[src/verilog/aid_defs.svh]
// Constants of the axis address and status indicator block.
`ifndef AID_DEFS_SVH
`define AID_DEFS_SVH

// ***************************************************************
// Register byte offsets and field positions
// ***************************************************************
`define AID_OFS_AXIS_ADDR     8'h00
`define AID_OFS_STATION_ALIAS 8'h04
`define AID_OFS_CTRL          8'h08
`define AID_OFS_STATUS        8'h0c
`define AID_OFS_IRQ_STAT      8'h10
`define AID_OFS_IRQ_MASK      8'h14
`define AID_CTRL_INIT_DONE    0
`define AID_CTRL_SW_FAULT     1
`define AID_CTRL_FAULT_CLEAR  2
`define AID_EV_FAULT          0
`define AID_EV_READY          1
`define AID_EV_ADDR_CHANGE    2
`define AID_EV_BOOT           3
`define AID_EV_W              4

// ***************************************************************
// Reset values and fixed codes
// ***************************************************************
`define AID_CTRL_RST          2'h0
`define AID_IRQ_MASK_RST      4'h0
`define AID_ADDR_ALL_OPEN     9'h0ff
`define AID_ALIAS_ALL_OPEN    16'h0000
`define AID_RESP_OKAY         2'h0
`define AID_RESP_SLVERR       2'h2

// ***************************************************************
// Quantizer upper bounds of codes 0 to 6 on an 8-bit sample, and timing
// ***************************************************************
`define AID_THR_0             8'h29
`define AID_THR_1             8'h6d
`define AID_THR_2             8'h9b
`define AID_THR_3             8'hbc
`define AID_THR_4             8'hd4
`define AID_THR_5             8'he9
`define AID_THR_6             8'hf9
// Counts give 1 us of initialization and 40 ns of pin settling at the 4 ns clock.
`define AID_INIT_CYCLES       250
`define AID_FILT_CYCLES       10

`endif

[src/verilog/aid_top_end.sv]
// Holds no logic.
[src/verilog/aid_pkg.sv]
// Types shared by the axis address and status indicator block.
package aid_pkg;

   typedef enum logic [1:0]
   {
      AID_ST_INIT  = 2'b00,
      AID_ST_READY = 2'b01,
      AID_ST_FAULT = 2'b10,
      AID_ST_BOOT  = 2'b11
   } aid_state_t;

   typedef struct packed
   {
      logic        en;
      logic [7:0]  addr;
      logic [31:0] data;
      logic [3:0]  strb;
   } aid_wreq_t;

endpackage : aid_pkg

[src/verilog/aid_addr_field.sv]
// Quantizer and settle filter for one address selection pin.
`timescale 1ns/100ps
`include "aid_defs.svh"

module aid_addr_field
(
   input  wire logic       aclk,
   input  wire logic       aresetn,
   input  wire logic       ce,
   input  wire logic [7:0] sample,
   output logic      [2:0] code,
   output logic            changed
);
   import aid_pkg::*;

   localparam logic [3:0] FILT_LAST = 4'(`AID_FILT_CYCLES - 1);

   logic [2:0] raw;
   logic [2:0] cand_r;
   logic [3:0] cnt_r;

   always_comb
   begin
      if (sample < `AID_THR_0)
         raw = 3'h0;
      else if (sample < `AID_THR_1)
         raw = 3'h1;
      else if (sample < `AID_THR_2)
         raw = 3'h2;
      else if (sample < `AID_THR_3)
         raw = 3'h3;
      else if (sample < `AID_THR_4)
         raw = 3'h4;
      else if (sample < `AID_THR_5)
         raw = 3'h5;
      else if (sample < `AID_THR_6)
         raw = 3'h6;
      else
         raw = 3'h7;
   end

   // A level near a threshold must settle before it moves the address.
   always_ff @(posedge aclk)
   begin
      if (!aresetn)
      begin
         cand_r  <= 3'h0;
         cnt_r   <= 4'h0;
         code    <= 3'h0;
         changed <= 1'b0;
      end
      else if (ce)
      begin
         changed <= 1'b0;
         if (raw != cand_r)
         begin
            cand_r <= raw;
            cnt_r  <= 4'h0;
         end
         else if (cnt_r != FILT_LAST)
            cnt_r <= cnt_r + 4'h1;
         else if (code != cand_r)
         begin
            code    <= cand_r;
            changed <= 1'b1;
         end
      end
   end

endmodule : aid_addr_field

[src/verilog/aid_axil_slave.sv]
// AXI4-Lite slave front end that turns bus transfers into register accesses.
`timescale 1ns/100ps
`include "aid_defs.svh"

module aid_axil_slave
(
   input  wire logic          aclk,
   input  wire logic          aresetn,
   input  wire logic          ce,
   input  wire logic [7:0]    s_axi_awaddr,
   input  wire logic          s_axi_awvalid,
   output logic               s_axi_awready,
   input  wire logic [31:0]   s_axi_wdata,
   input  wire logic [3:0]    s_axi_wstrb,
   input  wire logic          s_axi_wvalid,
   output logic               s_axi_wready,
   output logic [1:0]         s_axi_bresp,
   output logic               s_axi_bvalid,
   input  wire logic          s_axi_bready,
   input  wire logic [7:0]    s_axi_araddr,
   input  wire logic          s_axi_arvalid,
   output logic               s_axi_arready,
   output logic [31:0]        s_axi_rdata,
   output logic [1:0]         s_axi_rresp,
   output logic               s_axi_rvalid,
   input  wire logic          s_axi_rready,
   output aid_pkg::aid_wreq_t wreq,
   input  wire logic          wr_err,
   input  wire logic [31:0]   rd_data,
   input  wire logic          rd_err
);
   import aid_pkg::*;

   logic        aw_got_r;
   logic        w_got_r;
   logic [31:0] wdata_r;
   logic [3:0]  wstrb_r;
   logic        aw_now;
   logic        w_now;
   logic        do_wr;

   assign s_axi_awready = ce && !aw_got_r && !s_axi_bvalid;
   assign s_axi_wready  = ce && !w_got_r && !s_axi_bvalid;
   assign s_axi_arready = ce && !s_axi_rvalid;
   assign aw_now        = s_axi_awvalid && s_axi_awready;
   assign w_now         = s_axi_wvalid && s_axi_wready;
   assign do_wr         = (aw_got_r || aw_now) && (w_got_r || w_now);

   // ***************************************************************
   // Write channels
   // ***************************************************************
   always_ff @(posedge aclk)
   begin
      if (!aresetn)
      begin
         aw_got_r     <= 1'b0;
         w_got_r      <= 1'b0;
         wdata_r      <= 32'h0000_0000;
         wstrb_r      <= 4'h0;
         wreq         <= '0;
         s_axi_bvalid <= 1'b0;
         s_axi_bresp  <= `AID_RESP_OKAY;
      end
      else if (ce)
      begin
         wreq.en <= 1'b0;
         // The address is held in the request, so the error decode sees it while W is awaited.
         if (aw_now)
            wreq.addr <= s_axi_awaddr;
         if (w_now)
         begin
            wdata_r <= s_axi_wdata;
            wstrb_r <= s_axi_wstrb;
         end
         if (do_wr)
         begin
            aw_got_r     <= 1'b0;
            w_got_r      <= 1'b0;
            wreq.en      <= 1'b1;
            wreq.data    <= w_now ? s_axi_wdata : wdata_r;
            wreq.strb    <= w_now ? s_axi_wstrb : wstrb_r;
            s_axi_bvalid <= 1'b1;
            s_axi_bresp  <= wr_err ? `AID_RESP_SLVERR : `AID_RESP_OKAY;
         end
         else
         begin
            if (aw_now)
               aw_got_r <= 1'b1;
            if (w_now)
               w_got_r <= 1'b1;
            if (s_axi_bready)
               s_axi_bvalid <= 1'b0;
         end
      end
   end

   // ***************************************************************
   // Read channels
   // ***************************************************************
   always_ff @(posedge aclk)
   begin
      if (!aresetn)
      begin
         s_axi_rvalid <= 1'b0;
         s_axi_rdata  <= 32'h0000_0000;
         s_axi_rresp  <= `AID_RESP_OKAY;
      end
      else if (ce)
      begin
         if (s_axi_arvalid && s_axi_arready)
         begin
            s_axi_rvalid <= 1'b1;
            s_axi_rdata  <= rd_data;
            s_axi_rresp  <= rd_err ? `AID_RESP_SLVERR : `AID_RESP_OKAY;
         end
         else if (s_axi_rready)
            s_axi_rvalid <= 1'b0;
      end
   end

endmodule : aid_axil_slave

[src/verilog/aid_top.sv]
// Axis address decoder with fault and ready indicators and boot recovery mode.
// Overview of operation
// - With every address pin open or grounded the axis address reads 255 and the station alias reads 0.
// - Bit 8 of the axis address is ignored and always reads as zero.
// - The fault indicator lights whenever an error condition is detected, except in reprogramming mode.
// - After reset the ready indicator stays dark until initialization completes and the init done bit of the control register is set, then lights.
// - The ready indicator goes dark as soon as an error occurs, so ready and fault never show together.
// - A grounded boot recovery pin puts the block in firmware reprogramming mode; the outside grounds it only for recovery.
//
// Chosen here: the AXI4-Lite slave port and the address map.
`timescale 1ns/100ps
`include "aid_defs.svh"

module aid_top
(
   input  wire logic        aclk,
   input  wire logic        aresetn,
   input  wire logic        ce,
   input  wire logic [7:0]  s_axi_awaddr,
   input  wire logic        s_axi_awvalid,
   output logic             s_axi_awready,
   input  wire logic [31:0] s_axi_wdata,
   input  wire logic [3:0]  s_axi_wstrb,
   input  wire logic        s_axi_wvalid,
   output logic             s_axi_wready,
   output logic [1:0]       s_axi_bresp,
   output logic             s_axi_bvalid,
   input  wire logic        s_axi_bready,
   input  wire logic [7:0]  s_axi_araddr,
   input  wire logic        s_axi_arvalid,
   output logic             s_axi_arready,
   output logic [31:0]      s_axi_rdata,
   output logic [1:0]       s_axi_rresp,
   output logic             s_axi_rvalid,
   input  wire logic        s_axi_rready,
   input  wire logic [7:0]  addr_sel_pin_lo,
   input  wire logic [7:0]  addr_sel_pin_mid,
   input  wire logic [7:0]  addr_sel_pin_hi,
   input  wire logic        boot_recovery_pin,
   input  wire logic        fault_event,
   output logic             fault_indicator,
   output logic             ready_indicator,
   output logic             reprog_mode,
   output logic [8:0]       axis_address,
   output logic [15:0]      station_alias,
   output logic             irq
);
   import aid_pkg::*;

   localparam logic [7:0] INIT_LAST = 8'(`AID_INIT_CYCLES - 1);

   aid_wreq_t            wreq;
   aid_state_t           state_r;
   aid_state_t           state_nxt;
   logic [2:0]           code_lo;
   logic [2:0]           code_mid;
   logic [2:0]           code_hi;
   logic [2:0]           code_chg;
   logic [7:0]           init_cnt_r;
   logic                 init_elapsed;
   logic [1:0]           ctrl_r;
   logic                 fault_clear;
   logic                 error_cond;
   logic [`AID_EV_W-1:0] irq_stat_r;
   logic [`AID_EV_W-1:0] irq_mask_r;
   logic [`AID_EV_W-1:0] ev_set;
   logic [`AID_EV_W-1:0] ev_clr;
   logic [8:0]           addr_nxt;
   logic [15:0]          alias_nxt;
   logic                 wr_hit;
   logic [31:0]          rd_data;
   logic                 rd_err;
   logic                 wr_err;

   // ***************************************************************
   // Register bus front end
   // ***************************************************************
   aid_axil_slave u_bus
   (
      .aclk          (aclk),
      .aresetn       (aresetn),
      .ce            (ce),
      .s_axi_awaddr  (s_axi_awaddr),
      .s_axi_awvalid (s_axi_awvalid),
      .s_axi_awready (s_axi_awready),
      .s_axi_wdata   (s_axi_wdata),
      .s_axi_wstrb   (s_axi_wstrb),
      .s_axi_wvalid  (s_axi_wvalid),
      .s_axi_wready  (s_axi_wready),
      .s_axi_bresp   (s_axi_bresp),
      .s_axi_bvalid  (s_axi_bvalid),
      .s_axi_bready  (s_axi_bready),
      .s_axi_araddr  (s_axi_araddr),
      .s_axi_arvalid (s_axi_arvalid),
      .s_axi_arready (s_axi_arready),
      .s_axi_rdata   (s_axi_rdata),
      .s_axi_rresp   (s_axi_rresp),
      .s_axi_rvalid  (s_axi_rvalid),
      .s_axi_rready  (s_axi_rready),
      .wreq          (wreq),
      .wr_err        (wr_err),
      .rd_data       (rd_data),
      .rd_err        (rd_err)
   );

   // ***************************************************************
   // Address pins
   // ***************************************************************
   aid_addr_field u_field_lo
   (
      .aclk    (aclk),
      .aresetn (aresetn),
      .ce      (ce),
      .sample  (addr_sel_pin_lo),
      .code    (code_lo),
      .changed (code_chg[0])
   );

   aid_addr_field u_field_mid
   (
      .aclk    (aclk),
      .aresetn (aresetn),
      .ce      (ce),
      .sample  (addr_sel_pin_mid),
      .code    (code_mid),
      .changed (code_chg[1])
   );

   aid_addr_field u_field_hi
   (
      .aclk    (aclk),
      .aresetn (aresetn),
      .ce      (ce),
      .sample  (addr_sel_pin_hi),
      .code    (code_hi),
      .changed (code_chg[2])
   );

   always_comb
   begin
      if ((code_lo == 3'h0) && (code_mid == 3'h0) && (code_hi == 3'h0))
      begin
         addr_nxt  = `AID_ADDR_ALL_OPEN;
         alias_nxt = `AID_ALIAS_ALL_OPEN;
      end
      else
      begin
         // The top bit of the high pin code is dropped, so pin values 4 to 7 alias 0 to 3.
         addr_nxt  = {1'b0, code_hi[1:0], code_mid, code_lo};
         alias_nxt = {7'h00, addr_nxt};
      end
   end

   always_ff @(posedge aclk)
   begin
      if (!aresetn)
      begin
         axis_address  <= `AID_ADDR_ALL_OPEN;
         station_alias <= `AID_ALIAS_ALL_OPEN;
      end
      else if (ce)
      begin
         axis_address  <= addr_nxt;
         station_alias <= alias_nxt;
      end
   end

   // ***************************************************************
   // Control register
   // ***************************************************************
   assign wr_hit      = wreq.en && wreq.strb[0];
   assign fault_clear = wr_hit && (wreq.addr == `AID_OFS_CTRL) && wreq.data[`AID_CTRL_FAULT_CLEAR];
   assign error_cond  = fault_event || ctrl_r[`AID_CTRL_SW_FAULT];

   always_ff @(posedge aclk)
   begin
      if (!aresetn)
         ctrl_r <= `AID_CTRL_RST;
      else if (ce && wr_hit && (wreq.addr == `AID_OFS_CTRL))
         ctrl_r <= wreq.data[1:0];
   end

   // ***************************************************************
   // Indicator state machine
   // ***************************************************************
   // The settle counter restarts on every entry to initialization, so a
   // recovered fault or boot exit waits the full time again.
   always_ff @(posedge aclk)
   begin
      if (!aresetn)
         init_cnt_r <= 8'h00;
      else if (ce)
      begin
         if (state_r != AID_ST_INIT)
            init_cnt_r <= 8'h00;
         else if (!init_elapsed)
            init_cnt_r <= init_cnt_r + 8'h01;
      end
   end

   assign init_elapsed = (init_cnt_r == INIT_LAST);

   always_comb
   begin
      state_nxt = state_r;
      case (state_r)
         AID_ST_INIT:
         begin
            if (error_cond)
               state_nxt = AID_ST_FAULT;
            else if (init_elapsed && ctrl_r[`AID_CTRL_INIT_DONE])
               state_nxt = AID_ST_READY;
         end
         AID_ST_READY:
         begin
            if (error_cond)
               state_nxt = AID_ST_FAULT;
         end
         AID_ST_FAULT:
         begin
            if (fault_clear && !error_cond)
               state_nxt = AID_ST_INIT;
         end
         AID_ST_BOOT:
         begin
            if (boot_recovery_pin)
               state_nxt = AID_ST_INIT;
         end
         default:
            state_nxt = AID_ST_INIT;
      endcase
      // The grounded recovery pin overrides every other condition.
      if (!boot_recovery_pin)
         state_nxt = AID_ST_BOOT;
   end

   always_ff @(posedge aclk)
   begin
      if (!aresetn)
      begin
         state_r         <= AID_ST_INIT;
         fault_indicator <= 1'b0;
         ready_indicator <= 1'b0;
         reprog_mode     <= 1'b0;
      end
      else if (ce)
      begin
         state_r         <= state_nxt;
         fault_indicator <= (state_nxt == AID_ST_FAULT);
         ready_indicator <= (state_nxt == AID_ST_READY);
         reprog_mode     <= (state_nxt == AID_ST_BOOT);
      end
   end

   // ***************************************************************
   // Interrupt status and mask
   // ***************************************************************
   always_comb
   begin
      ev_set                      = '0;
      ev_set[`AID_EV_FAULT]       = (state_nxt == AID_ST_FAULT) && (state_r != AID_ST_FAULT);
      ev_set[`AID_EV_READY]       = (state_nxt == AID_ST_READY) && (state_r != AID_ST_READY);
      ev_set[`AID_EV_ADDR_CHANGE] = |code_chg;
      ev_set[`AID_EV_BOOT]        = (state_nxt == AID_ST_BOOT) && (state_r != AID_ST_BOOT);
      ev_clr                      = '0;
      if (wr_hit && (wreq.addr == `AID_OFS_IRQ_STAT))
         ev_clr = wreq.data[`AID_EV_W-1:0];
   end

   always_ff @(posedge aclk)
   begin
      if (!aresetn)
      begin
         irq_stat_r <= '0;
         irq_mask_r <= `AID_IRQ_MASK_RST;
         irq        <= 1'b0;
      end
      else if (ce)
      begin
         // A new event in the clearing cycle stays set.
         irq_stat_r <= (irq_stat_r & ~ev_clr) | ev_set;
         if (wr_hit && (wreq.addr == `AID_OFS_IRQ_MASK))
            irq_mask_r <= wreq.data[`AID_EV_W-1:0];
         irq <= |(((irq_stat_r & ~ev_clr) | ev_set) & irq_mask_r);
      end
   end

   // ***************************************************************
   // Read decode
   // ***************************************************************
   always_comb
   begin
      rd_data = 32'h0000_0000;
      rd_err  = 1'b0;
      case (s_axi_araddr)
         `AID_OFS_AXIS_ADDR:     rd_data = {23'h000000, axis_address};
         `AID_OFS_STATION_ALIAS: rd_data = {16'h0000, station_alias};
         `AID_OFS_CTRL:          rd_data = {30'h00000000, ctrl_r};
         `AID_OFS_STATUS:        rd_data = {26'h0000000, !boot_recovery_pin, fault_event,
                                            reprog_mode, ready_indicator, fault_indicator, state_r == AID_ST_INIT};
         `AID_OFS_IRQ_STAT:      rd_data = {28'h0000000, irq_stat_r};
         `AID_OFS_IRQ_MASK:      rd_data = {28'h0000000, irq_mask_r};
         default:                rd_err  = 1'b1;
      endcase
   end

   always_comb
   begin
      case ((s_axi_awvalid && s_axi_awready) ? s_axi_awaddr : wreq.addr)
         `AID_OFS_AXIS_ADDR, `AID_OFS_STATION_ALIAS, `AID_OFS_CTRL,
         `AID_OFS_STATUS, `AID_OFS_IRQ_STAT, `AID_OFS_IRQ_MASK:
            wr_err = 1'b0;
         default:
            wr_err = 1'b1;
      endcase
   end

endmodule : aid_top

[config.mk]
export PLATFORM = sky130hd
export DESIGN_NAME = aid_top
export DESIGN_NICKNAME = d
export VERILOG_FILES = /design/src/verilog/aid_top_end.sv /design/src/verilog/aid_pkg.sv /design/src/verilog/aid_addr_field.sv /design/src/verilog/aid_axil_slave.sv /design/src/verilog/aid_top.sv
export VERILOG_INCLUDE_DIRS = /design/src /design/src/verilog
export SDC_FILE = /design/constraint.sdc
export NUM_CORES = 1
export LEC_CHECK = 0
export BUFFER_PORTS_ARGS = -buffer_cell sky130_fd_sc_hd__buf_4
export CELL_PAD_IN_SITES_DETAIL_PLACEMENT = 0
export CELL_PAD_IN_SITES_GLOBAL_PLACEMENT = 1
export CORE_MARGIN = 2
export CORE_UTILIZATION = 38
export CTS_CLUSTER_SIZE = 8
export DETAILED_ROUTE_END_ITERATION = 16
export PLACE_DENSITY_LB_ADDON = 0.1
export SYNTH_ARGS = -nofsm -noshare
export SYNTH_HDL_FRONTEND = slang
export SYNTH_SLANG_ARGS = --single-unit
[constraint.sdc]
create_clock -name aclk -period 2.5 [get_ports aclk]
set_clock_uncertainty 0.05 [all_clocks]
set_input_delay 0.125 -clock aclk [delete_from_list [all_inputs] [get_ports aclk]]
set_output_delay 0.125 -clock aclk [all_outputs]
set_load 0.01 [all_outputs]
# Word-level counts from Yosys, hierarchy flattened
# Index checks and enable logic that the tools add are counted.
# word_totals
ff_bits	172
in_bits	86
output_inout_bits	70
elab_cells	233
# classes
add_sub_neg	4
magnitude_cmp	21
eq_ne	33
muxes	62
bitwise	10
n_reduce_logical	67
# ops
op	count
$lt A8 B8 Y1 const B	15
$pmux W16 S6	1
$mux W3	18
$eq A8 B5 Y1 const B	6
$eq A8 B4 Y1 const B	5
$mux W8	5
$mux W32	1
$mux W4	8
$reduce_and A2 Y1	14
$lt A8 B6 Y1 const B	3
$lt A8 B7 Y1 const B	3
$logic_and A1 B1 Y1	23
$mux W1	21
$ne A3 B3 Y1	6
$eq A8 B3 Y1 const B	2
$logic_not A8 Y1	2
$reduce_bool A2 Y1	8
$mux W2	7
$add A4 B1 Y4 const B	3
$ne A4 B4 Y1 const B	3
$reduce_and A4 Y1	3
$reduce_or A6 Y1	2
$logic_not A3 Y1	3
$add A8 B1 Y8 const B	1
other kinds (15)	34

# Logic depth before layout (Yosys ltp)
# logic_depth
ltp_word	12
ltp_mapped	10
depth_no_buf	9

# Hierarchy
# A second synthesis with hierarchy kept.
# unflattened
cells_unflattened	1101
area_unflattened_um2	9499.1
# by_module_without_submodules
module	n_inst	cells_per_inst	area_per_inst_um2	seq_area_each_um2
aid_axil_slave	1	529	4877.2	2382.3
aid_addr_field	3	102	808.3	220.2
aid_top	1	266	2197.1	800.8

# Worst setup path before layout
# Ideal clock, no wire load.
# synth_timing
kind	register -> register
from	register u_bus.wreq[43] (netlist name)
to	register irq
setup_ns	0.125
arrival_time_ns	1.824
required_ns	2.325
path_slack_ns	0.501
path_stages_with_launch	8
n_path_buf	0
period_less_slack_ns	1.999
path_cell_list	dfxtp_1 nor3_1 nand3b_1 nor3b_1 nand2_1 a2111oi_0 o21a_1 a31oi_1
# synth_between
elab_chain_len	12
word_cells_on_any_way	21
cone_classes	eq/ne (5); mux (4); bitwise (4); reduce/logical (8)
# synth_rtl
element	line_no	rtl
$eq A8 B4 Y1 (no line)	--	
$logic_and A1 B1 Y1 (2 in series)	aid_top.sv:172	assign fault_clear = wr_hit && (wreq.addr == `AID_OFS_CTRL) && wreq.data[`AID_CTRL_FAULT_CLEAR];
$logic_and A1 B1 Y1	aid_top.sv:221	if (fault_clear && !error_cond)
$mux W2	aid_top.sv:221	
$pmux W2 S4	aid_top.sv:206	case (state_r)
$mux W2	aid_top.sv:233	if (!boot_recovery_pin)
$eq A2 B2 Y1, or another cell as far along	aid_top.sv:261	ev_set[`AID_EV_FAULT] = (state_nxt == AID_ST_FAULT) && (state_r != AID_ST_FAULT);
$logic_and A1 B1 Y1 (on tied branches)	aid_top.sv:261, aid_top.sv:262, aid_top.sv:264	
$or A4 B4 Y4 (*)	aid_top.sv:284	irq <= |(((irq_stat_r & ~ev_clr) | ev_set) & irq_mask_r);
$and A4 B4 Y4 (*)	aid_top.sv:284	
$reduce_or A4 Y1 (*)	aid_top.sv:284	
to (signal assigned)	aid_top.sv:284	
to (decl)	aid_top.sv:46	output logic irq
# Mark *: on every way between the ends. The rest lies on a longest branch, timed or not.
# A chain may end at the register's enable or synchronous reset.

# Worst setup path in the final report
# layout_timing
from	register u_bus.wreq[43] (netlist name)
to	register irq
# layout_between
elab_chain_len	12
word_cells_on_any_way	21
cone_classes	eq/ne (5); mux (4); bitwise (4); reduce/logical (8)
# layout_rtl
element	line_no
$eq A8 B4 Y1 (no line)	--
$logic_and A1 B1 Y1 (2 in series)	aid_top.sv:172
$logic_and A1 B1 Y1	aid_top.sv:221
$mux W2	aid_top.sv:221
$pmux W2 S4	aid_top.sv:206
$mux W2	aid_top.sv:233
$eq A2 B2 Y1, or another cell as far along	aid_top.sv:261
$logic_and A1 B1 Y1 (on tied branches)	aid_top.sv:261, aid_top.sv:262, aid_top.sv:264
$or A4 B4 Y4 (*)	aid_top.sv:284
$and A4 B4 Y4 (*)	aid_top.sv:284
$reduce_or A4 Y1 (*)	aid_top.sv:284
# Marked as above.

==> flow_metrics.py <==
metrics = {
    "run_status": {
        "status": "finished clean",
    },
    "yosys": {
        "yosysTopAreaCellShare_pct": 37.6,
        "yosysTopAreaCell": "dfxtp_1",
        "synth_top_cells_by_count": "dfxtp_1, nand2_1, nor2_1",
        "async_flop_share_pct": 0,
        "synth_seq_area_share_pct": 37.6,
        "syn_inst": 697,
        "synthTopCellsByArea": "dfxtp_1, nand2_1, a21oi_1",
        "ys_ff_latch": 106,
        "ys.flop_type": "dfxtp_1",
        "yosys_warnings": 0,
        "synth-edff-count": 0,
        "synth.most_common_cell": "dfxtp_1",
        "avgSynthCellArea_um2": 8.11,
        "synth_cell_type_count": 73,
        "synth_area_mm2": 0.00565,
    },
    "timing": {
        "setup_viol": 0,
        "hold_viol": 0,
        "slew_headroom_pct": 47.1,
        "rsz0062_at_grt": "no",
        "fmax_mhz": 447,
        "worstMarginPinSlew_ns": 0.790,
        "post-route-period-util_pct": 89.6,
        "fin_tns_setup_ns": 0,
        "min_period_ns": 2.24,
        "fin_ws_ns": 0.261,
        "drv_slew": 0,
    },
    "grt": {
        "grt_max_degree": 49,
        "grtUsageTotal_pct": 18.1,
        "overflow": 0,
        "grt_pass1_vias": 4806,
        "antenna_found_initial": 0,
        "grt_pass1_wl_um": 23700,
    },
    "critical_path": {
        "path_max_fanout": 4,
        "endpoint_kind": "register",
        "critical_path_arrival_ns": 2.43,
        "r2r_slack_ns": 0.26,
        "path_class": "register to register",
        "crit_required_ns": 2.69,
        "cp-start-kind": "register",
        "reg2reg_from": "u_bus.wreq[43]",
        "crit_start": "u_bus.wreq[43]",
    },
    "floorplanning": {
        "die_area_mm2": 0.0159,
        "start_util_pct": 38.9,
        "io_pins": 156,
        "core-area_mm2": 0.0145,
        "row_count": 44,
        "die_w_um": 126,
        "die_y_um": 126,
    },
    "clock_network": {
        "insertion_delay_ns": 0.35,
        "cts_tree": "yes",
        "cts_buffers": 9,
        "cts_buffer_depth": 2,
        "ctsHoldBuffers": 12,
        "root_buffer": "clkbuf_16",
        "postCtsSetupBuffers": 0,
        "cts_num_sinks": 106,
        "htreeDepth": 3,
        "path_clk_slew_ns": 0.07,
        "ctsResizeCount": 0,
    },
    "route": {
        "ant_nets": 0,
        "drcViolationCount": 0,
        "wirelength_um": 14400,
        "drt-initial-drc-count": 313,
        "firstDrtPassIters": 4,
        "via_per_inst": 5.30,
        "vias": 5147,
        "wire_per_inst_um": 14.8,
    },
    "final_layout": {
        "instances_no_fill": 971,
        "area_delta_synth_final_pct": 20.2,
        "diodes": 0,
        "final_layout_size_suffix_gt1_share_pct": 17.9,
        "fin_nets": 876,
    },
    "power_and_ir_drop": {
        "p_sw_share_pct": 25.5,
        "p_clk_share_pct": 40.1,
        "internal-power_uw": 2910,
        "power_density_mw_per_mm2": 576,
        "vdd_drop_max_v": 0.000338,
        "power.switching_uw": 998,
        "p_leak_uw": 0.00265,
        "seqPwrFrac_pct": 45.9,
        "combPwrFrac_pct": 14.0,
    },
    "placed_design": {
        "dp_cells": 943,
        "pre_cts_ws_ns": 0.256,
        "port_buffers": 89,
        "dp.final_hpwl_um": 10300,
        "place_congestion": 0.825,
    },
    "hold_path": {
        "hold_class": "input port to register",
        "hp-start": "s_axi_wdata[3]",
    },
    "run": {
        "timing.max_cap.violations": 0,
    },
}
## per-layer routing
layer | up-vias | GRT usage, % | part of all wire, %
li1 | 2593 | - | -
met4 | 0 | 3.30 | 0.59
met2 | 109 | 29.8 | 47
met3 | 5 | 4.72 | 3.8
met5 | - | 0 | 0
met1 | 2440 | 24.1 | 48
## registers in the layout, summed over array words and instances (netlist names), 8 cells and up
name and flops:
u_bus.wreq 14, axis_address 8, init_cnt_r 8, station_alias 8, u_bus.s_axi_rdata 8
## worst paths after layout
kind / depth (start not counted) / end
setup reg to reg: 8 / irq
hold reg to reg: 2 / u_bus.wreq[41]
setup / recovery: 8 / irq
hold / removal: 3 / u_bus.wdata_r[3]
## stage by stage
step	instance area [um2]	util [%]	total power, uW	hold slack [ns]
finish	6790	46.7	3910	0.0161
global route	6790	46.7	4110	0.0221
CTS	6790	46.7	3970	0.0114
detailed placement	6340	43.6	2360	0.345
global placement	6340	43.6	2350	0.341
floorplan	5780	-	2200	0.211
## power by group through the flow
stage / Sequential [uW] / Clock (uW) / Combinational [uW]
after CTS: 1790 / 1630 / 548
after detailed placement: 1830 / 0 / 531
after global routing: 1800 / 1690 / 610
after floorplan: 1820 / 0 / 380
after global placement: 1830 / 0 / 522
final: 1790 / 1570 / 546
## layout by cell type (no fill, tap or decap), types with 4 or more instances in the layout
master         count
xor2_1             5
nand2_1           88
mux2i_1           21
nor2b_1            5
a22oi_1           12
dlygate4sd3_1     12
ha_1               8
nor3b_1            4
buf_4            100
nand3b_1           7
nor3_1            12
a31oi_1           10
nand4_1            5
clkbuf_16          9
dfxtp_1          106
o21a_1             4
inv_1             14
or3_1              6
conb_1            35
o21ai_0           23
nor4_1             5
and3_1            11
o211ai_1           7
nand2b_1           4
xnor2_1           11
a21oi_1           63
a211oi_1          15
o21ai_1            4
or4_1              5
nand3_1           37
nor2_1            68
## cells by family (layout without fill, tap and decap cells)
kind of cell	count (synthesis)	after routing	share of synthesized area, %
and+or+nand+nor	277	277	23.8
xor gates and xnor gates	16	16	2.48
AOI/OAI and AO/OA	178	178	21.5
muxes	24	24	4.32
DFF	106	106	37.6
buffers and inverters	87	143	8.44
other	1	35	0.0664
adders and majority gates	8	8	1.77
## layout make-up
| type | count | area (um2) |
|---|---|---|
| flip-flops and latches | 106 | 2120 |
| multi-input cells | 538 | 3180 |
| clock inverters | 4 | 73.8 |
| fillers | 1421 | 7740 |
| repair buffers | 112 | 871 |
| well taps | 184 | 230 |
| clock buffers | 12 | 256 |
| inverters | 15 | 56.3 |
## worst max-delay path, cell delays in order, from the launching register on
cell and delay (ns):
dfxtp_1 0.31, nor3_1 0.32, nand3b_1 0.14, nor3b_1 0.29, buf_4 0.18, nand2_1 0.06, a2111oi_0 0.52, o21a_1 0.17
a31oi_1 0.08
(Power assumes the default switching activity.)
